--- src/core/mahbg_pkg.sv ---
// Package with shared constants for the converter bus glue.
package mahbg_pkg;
  localparam int ADDR_W = 16;
  localparam int DATA_W = 8;
  localparam int MAX_CONV = 8;
  localparam logic [3:0] BASE_PAGE = 4'h5;
  localparam logic [3:0] ALT_PAGE = 4'h4;
  localparam logic [15:0] BASE_ADDR = 16'h5000;
  localparam logic [15:0] PORT_DATA_ADDR = 16'h8006;
  localparam logic [15:0] PORT_CTRL_ADDR = 16'h8007;
  localparam logic [15:0] STORE_ADDR = 16'h0200;
  localparam int PAGE_HI = 15;
  localparam int PAGE_LO = 12;
  localparam int IDX_W = 3;
  localparam logic [11:0] IDX_MASK_HI = 12'hff8;
  localparam int CONV_CLK_DIV = 4;
  localparam int CONV_CYCLES = 64;
endpackage

--- src/core/mahbg_if.sv ---
// Interface joining the host bus end and the converter glue end.
`timescale 1ns/1ns
`default_nettype none
interface mahbg_if;
  logic [15:0] addr;
  logic rd_wr_n;
  logic valid_address_flag;
  logic phase_clk;
  logic [7:0] wdata;
  logic [7:0] rdata;
  logic conversion_done_flag;
  modport host (
    output addr, rd_wr_n, valid_address_flag, phase_clk, wdata,
    input rdata, conversion_done_flag
  );
  modport glue (
    input addr, rd_wr_n, valid_address_flag, phase_clk, wdata,
    output rdata, conversion_done_flag
  );
endinterface
`default_nettype wire

--- src/core/mahbg_glue.sv ---
// Converter glue: decode, strobes, converter array and interrupt merge.
//
// Overview of operation
// - Strobe timing comes from phase clock, direction line.
// - Accept accesses only while address valid, except port mode reads.
// - Page select option covers two whole pages.
// - Base write starts every converter together.
// - Simple decode aliases across base page.
// - Interrupt only after all converters finish.
// - Up to eight converters, consecutive result addresses.
// - First converter's clock drives all others.
// - Host waits interrupt, reads, then idles until next start.
// - Host stores results in converter order.
// - Port adapter variant ties select, read active.
// - Port adapter registers sit at adjacent addresses.
`timescale 1ns/1ns
`default_nettype none
module mahbg_glue #(
  parameter int NUM_CONV = mahbg_pkg::MAX_CONV,
  parameter int CONV_CYCLES = mahbg_pkg::CONV_CYCLES,
  parameter int CLK_DIV = mahbg_pkg::CONV_CLK_DIV
) (
  input wire logic sys_clk, // System clock.
  input wire logic rst, // Synchronous reset, active high.
  mahbg_if.glue bus, // Host bus side.
  input wire logic page_sel_mode, // Use combined two-page select.
  input wire logic narrow_decode, // Decode only base..base+7.
  input wire logic port_mode, // Converters sit behind port adapter.
  input wire logic [8*mahbg_pkg::MAX_CONV-1:0] sample_in, // Analog codes.
  output logic [mahbg_pkg::MAX_CONV-1:0] conv_busy, // Per converter busy.
  output logic conv_clk_en, // Shared conversion clock enable.
  output logic [mahbg_pkg::MAX_CONV-1:0] conv_sel // Converter selects.
);
  initial begin
    if (NUM_CONV < 1 || NUM_CONV > mahbg_pkg::MAX_CONV)
      $error("NUM_CONV out of range");
    if (CONV_CYCLES < 1 || CONV_CYCLES > 65535 || CLK_DIV < 1)
      $error("timing parameters out of range");
  end

  typedef struct packed {
    logic [2:0] va_sync;
    logic [2:0] rw_sync;
    logic [2:0] ph_sync;
    logic [15:0] addr;
    logic [7:0] wdata;
    logic wr_done;
    logic [15:0] div_cnt;
    logic [mahbg_pkg::MAX_CONV-1:0] busy;
    logic [mahbg_pkg::MAX_CONV-1:0][15:0] cnt;
    logic [mahbg_pkg::MAX_CONV-1:0][7:0] result;
    logic [7:0] rdata;
    logic done;
  } mahbg_state_type;

  mahbg_state_type st_r, st_nxt;

  function automatic logic page_hit(input logic [15:0] a, input logic two);
    page_hit = (a[mahbg_pkg::PAGE_HI:mahbg_pkg::PAGE_LO] ==
                mahbg_pkg::BASE_PAGE) ||
               (two && a[mahbg_pkg::PAGE_HI:mahbg_pkg::PAGE_LO] ==
                mahbg_pkg::ALT_PAGE);
  endfunction

  logic va_q, rw_q, ph_q, sel_any, wr_stb, rd_stb;
  logic [2:0] idx;
  logic clk_tick;

  always_comb begin
    va_q = (st_r.va_sync[1] == st_r.va_sync[2]) ? st_r.va_sync[2] : 1'b0;
    rw_q = st_r.rw_sync[2];
    ph_q = (st_r.ph_sync[1] == st_r.ph_sync[2]) ? st_r.ph_sync[2] : 1'b0;
    // Narrow decode limits the hit to base..base+7 to avoid aliasing.
    sel_any = va_q && page_hit(st_r.addr, page_sel_mode) &&
              (!narrow_decode ||
               (st_r.addr[11:0] & mahbg_pkg::IDX_MASK_HI) == 12'h000);
    wr_stb = sel_any && !rw_q && ph_q;
    rd_stb = (sel_any && rw_q && ph_q) || port_mode;
    idx = st_r.addr[mahbg_pkg::IDX_W-1:0];
    clk_tick = (st_r.div_cnt == 16'(CLK_DIV - 1));
  end

  always_comb begin
    st_nxt = st_r;
    st_nxt.va_sync = {st_r.va_sync[1:0], bus.valid_address_flag};
    st_nxt.rw_sync = {st_r.rw_sync[1:0], bus.rd_wr_n};
    st_nxt.ph_sync = {st_r.ph_sync[1:0], bus.phase_clk};
    st_nxt.addr = bus.addr;
    st_nxt.wdata = bus.wdata;
    // Single shared divider stands for the first converter's oscillator.
    st_nxt.div_cnt = clk_tick ? 16'h0000 : st_r.div_cnt + 16'h0001;
    st_nxt.wr_done = wr_stb;
    for (int i = 0; i < mahbg_pkg::MAX_CONV; i++) begin
      if (i < NUM_CONV) begin
        if (wr_stb && !st_r.wr_done) begin
          st_nxt.busy[i] = 1'b1;
          st_nxt.cnt[i] = 16'(CONV_CYCLES);
        end else if (st_r.busy[i] && clk_tick) begin
          if (st_r.cnt[i] == 16'h0001) begin
            st_nxt.busy[i] = 1'b0;
            st_nxt.result[i] = sample_in[8*i +: 8];
          end
          st_nxt.cnt[i] = st_r.cnt[i] - 16'h0001;
        end
      end else begin
        st_nxt.busy[i] = 1'b0;
      end
    end
    if (rd_stb)
      st_nxt.rdata = st_r.result[idx];
    // Merged flag rises only when no converter remains busy.
    if (wr_stb && !st_r.wr_done)
      st_nxt.done = 1'b0;
    else if (st_r.busy != '0 && st_nxt.busy == '0)
      st_nxt.done = 1'b1;
    else if (rd_stb && !port_mode)
      st_nxt.done = 1'b0;
  end

  always_ff @(posedge sys_clk) begin
    if (rst)
      st_r <= '0;
    else
      st_r <= st_nxt;
  end

  assign bus.rdata = st_r.rdata;
  assign bus.conversion_done_flag = st_r.done;
  assign conv_busy = st_r.busy;
  assign conv_clk_en = clk_tick;
  assign conv_sel = (sel_any || port_mode) ?
                    {mahbg_pkg::MAX_CONV{1'b1}} : '0;
endmodule
`default_nettype wire

--- src/flat_wrapper.sv ---
// flat-port wrapper written by rule: the top's interface ports become plain ports
module mahbg_glue_flat 
#(
  parameter int NUM_CONV = mahbg_pkg::MAX_CONV,
  parameter int CONV_CYCLES = mahbg_pkg::CONV_CYCLES,
  parameter int CLK_DIV = mahbg_pkg::CONV_CLK_DIV
)
  (sys_clk, rst, page_sel_mode, narrow_decode, port_mode, sample_in, conv_busy, conv_clk_en, conv_sel, bus_addr, bus_rd_wr_n, bus_valid_address_flag, bus_phase_clk, bus_wdata, bus_rdata, bus_conversion_done_flag);
  mahbg_if bus_i ();
  input wire logic sys_clk;
  input wire logic rst;
  input wire logic page_sel_mode;
  input wire logic narrow_decode;
  input wire logic port_mode;
  input wire logic [8*mahbg_pkg::MAX_CONV-1:0] sample_in;
  output logic [mahbg_pkg::MAX_CONV-1:0] conv_busy;
  output logic conv_clk_en;
  output logic [mahbg_pkg::MAX_CONV-1:0] conv_sel;
  input wire logic [$bits(bus_i.addr)-1:0] bus_addr;
  input wire logic [$bits(bus_i.rd_wr_n)-1:0] bus_rd_wr_n;
  input wire logic [$bits(bus_i.valid_address_flag)-1:0] bus_valid_address_flag;
  input wire logic [$bits(bus_i.phase_clk)-1:0] bus_phase_clk;
  input wire logic [$bits(bus_i.wdata)-1:0] bus_wdata;
  output wire logic [$bits(bus_i.rdata)-1:0] bus_rdata;
  output wire logic [$bits(bus_i.conversion_done_flag)-1:0] bus_conversion_done_flag;
  assign bus_i.addr = bus_addr;
  assign bus_i.rd_wr_n = bus_rd_wr_n;
  assign bus_i.valid_address_flag = bus_valid_address_flag;
  assign bus_i.phase_clk = bus_phase_clk;
  assign bus_i.wdata = bus_wdata;
  assign bus_rdata = bus_i.rdata;
  assign bus_conversion_done_flag = bus_i.conversion_done_flag;
  mahbg_glue #(.NUM_CONV(NUM_CONV), .CONV_CYCLES(CONV_CYCLES), .CLK_DIV(CLK_DIV)) u_core (.sys_clk(sys_clk), .rst(rst), .bus(bus_i), .page_sel_mode(page_sel_mode), .narrow_decode(narrow_decode), .port_mode(port_mode), .sample_in(sample_in), .conv_busy(conv_busy), .conv_clk_en(conv_clk_en), .conv_sel(conv_sel));
endmodule
--- config.mk ---
export PLATFORM = sky130hd
export DESIGN_NAME = mahbg_glue_flat
export DESIGN_NICKNAME = d
export VERILOG_FILES = /design/src/core/mahbg_pkg.sv /design/src/core/mahbg_if.sv /design/src/core/mahbg_glue.sv /design/src/flat_wrapper.sv
export SDC_FILE = /design/constraint.sdc
export NUM_CORES = 1
export LEC_CHECK = 0
export BUFFER_PORTS_ARGS = -buffer_cell sky130_fd_sc_hd__buf_2
export CAP_MARGIN = 20
export CORE_ASPECT_RATIO = 1.4
export CORE_MARGIN = 4
export CORE_UTILIZATION = 59
export CTS_CLUSTER_SIZE = 20
export DETAILED_ROUTE_END_ITERATION = 12
export HOLD_SLACK_MARGIN = 0.05
export MAX_ROUTING_LAYER = met4
export PLACE_DENSITY = 0.78
export SYNTH_ARGS = -nofsm -noshare
export SYNTH_HDL_FRONTEND = slang
export SYNTH_SLANG_ARGS = --single-unit
export TNS_END_PERCENT = 10
--- constraint.sdc ---
create_clock -name sys_clk -period 3.1 [get_ports sys_clk]
set_clock_uncertainty 0.2 [all_clocks]
set_input_delay 0.155 -clock sys_clk [delete_from_list [all_inputs] [get_ports sys_clk]]
set_output_delay 0.155 -clock sys_clk [all_outputs]
set_load 0.01 [all_outputs]
==> reports/results.ini <==
[status]
outcome=completed

[floorplan]
die_height_um=172.7
rows=60
ioPinCount=122
die-area_sq_um=21690
dieWidth_um=125.6
core_sq_um=19140
start_util=0.5971

[place]
place_ws_ps=317.8
portBuffers=113
placed_cells=1537
routabilityCongestion=0.8596
post-dp-hpwl_um=17650

[finish]
nets=1538
nFillCells=1279
layoutNonFillerInstCount=1689
final_util=0.7233
drive_above_1_share=0.1613
area_growth_syn_to_layout_pct=21.14

[worst_hold_path]
hold_path.class=in -> reg
hold_path.startpoint=bus_addr[0]

[timing]
period_needed_ps=3096
setup_slack_ps=3.943
rsz0062_at_grt=true
fin_crit_sh=0.9987
setup_violations=0
finalHoldViolCount=0
slew_violations=0
final.setup.tns_ps=0
worst_slew_pin_slew_ps=908.8
max_clock_freq_ghz=0.3230
timing.slew.headroom=0.3933

[worst_setup_path]
crit_start=u_core.st_r[241]
cp.required_ps=2740
crit_chain=or4_4 -> o41a_1 -> nor2_1 -> or2_2 -> buf_2
critPathCaptureType=primary output
r2r_slack_ps=30
start_kind=flop
path_class=reg -> out
cp.arrival_ps=2740
worst_path_largest_cell_delay_ps=630
critPathSlowestCell=or4_4
r2r_start=u_core.st_r[241]
path_max_fanout=8

[global_routing]
grt_pass1_wl_um=53550
grt_overflow=0
antenna_found_initial=3
grtUsageTotal=0.3060
grt_max_degree=70
first_global_vias=10350

[drt]
antenna_left=0
wl_met2_um=16180
drt_iter0_drc=1401
drc=0
routed_wl_um=34520
wl_met1_um=12340
drt_first_pass_iters=10
wl_met3_um=3011
wl_per_cell_um=20.44
routed.top_layer=met4
vias=10570
via_per_inst=6.257

[clocking]
cts_buffer_depth=3
clkSinkCount=251
cts_max_level=1
numCtsBuffers=24
post_cts_buffers=0
cts_tree=done
worstSkewPairLatency_ps=520
cts_root_buffer=clkbuf_16
cts.clk_slew.worst_paths_ps=70

[yosys]
syn_inst=1259
netlist_area_sq_um=11430
synthMostInstantiatedCell=dfxtp_1
synth_cell_types=50
syn-num-nets=1372
syn_avg_cell_area_sq_um=9.078
async_flop_share=0
synth_compound_area_frac=0.1065
ys_top_cells_by_count=251 x dfxtp_1, 146 x nor2_1, 97 x a21oi_1, 92 x xnor2_1, 77 x nand3_1
synth.area.top_cells=dfxtp_1 44%, xnor2_1 7.0%, nor2_1 4.8%
ys.flop_type=dfxtp_1
synth.top_cell.area_share=0.4396
synth_top_family_by_area=simple AND/OR/NAND/NOR gates
synth_xor_area_frac=0.08966
ys_warn_count=0
yosysTopAreaCell=dfxtp_1
synth_simple_gate_area_frac=0.2455
ys_seq_elements=251
synth-edff-count=0
yosysSeqAreaShare=0.4396
synthMuxAreaShare=0.04554
synth_fa_ha_area_frac=0.01861

[power_and_ir_drop]
p_per_area_nw_per_um2=465.5
ir_drop_mv=0.5287
total_leakage_power_nw=5.021

[job]
drv_cap=0

==> stage by stage <==
stage	instance area [sq um]	power [mW]	hold WS, ps
finish	13850	6.446	201.5
global route	13850	6.609	225.5
CTS	13820	6.409	180.7
detailed placement	12010	3.604	168.6
global placement	12010	3.601	162.1
floorplan	11430	3.501	83.18
==> flip-flops by register name, summed over array words and instances (netlist names) <==
name,cells
u_core.st_r,224
u_core.bus.rdata,8
u_core.conv_busy,8
u_core.st_nxt,6
u_core.idx,3
u_core.bus.conversion_done_flag,1
u_core.rw_q,1
==> repair_timing <==
item / 4_1_cts / 5_1_grt
hold buffers: 110 / 0
hold endpoints to repair: 104 / 0
setup endpoints to repair: 0 / 17
resized for setup: 0 / 3
==> metal layers <==
metal  GRT usage  up-vias
met5           -        -
met4      0.1921        0
met3     0.07200      233
met2      0.5011      641
met1      0.3325     4895
li1            -     4799
==> power breakdown <==
part           internal [mW]  switching [mW]
Combinational          0.188           0.217
Sequential              3.25          0.0268
Clock                   1.54            1.22
Total                   4.98            1.47
==> logic make-up (layout without fill, tap and decap cells) <==
group | count (synthesis) | in the layout
and+or+nand+nor | 511 | 511
buffers and inverters | 128 | 307
AOI/OAI and AO/OA | 203 | 203
muxes | 32 | 32
other | 0 | 3
DFF | 251 | 251
xor gates and xnor gates | 117 | 117
adders and majority gates | 17 | 17
==> cell usage in the layout (no fill, tap or decap), types with 28 or more instances in the layout <==
cell	Yosys	routed
xnor2_1	92	92
a21oi_1	97	97
nor3_1	41	40
or3_1	32	32
o21ai_0	41	41
dfxtp_1	251	251
nand3_1	77	77
dlygate4sd3_1	0	110
nor4_1	68	68
nor2_1	146	146
nor2b_1	28	28
buf_2	18	112
==> layout make-up <==
class | count | area [sq um] | share of cell area
sequential | 251 | 5025 | 0.3629
timing repair buffer | 242 | 1891 | 0.1365
inverter | 26 | 97.59 | 0.007049
multi-input combinational | 880 | 5802 | 0.4190
clock inverter | 2 | 12.51 | 0.0009037
antenna | 3 | 7.507 | 0.0005422
tap | 248 | 310.3 | 0.02241
clock buffer | 37 | 700.7 | 0.05061
==> worst max-delay path, delay by kind of cell, from the launching register on <==
kind / cells / cell delay, ps
buffers and inverters: 1 / 180
and+or+nand+nor: 3 / 1090
DFF: 1 / 310
AOI/OAI and AO/OA: 1 / 630
==> path summary, 6_finish.rpt <==
path / end / depth (start not counted)
setup / recovery: conv_sel[1] / 5
setup reg to reg: u_core.st_r[16] / 7
hold / removal: u_core.idx[0] / 3
hold reg to reg: u_core.rw_q / 1
No activity file was read; power rests on OpenSTA's default activity.
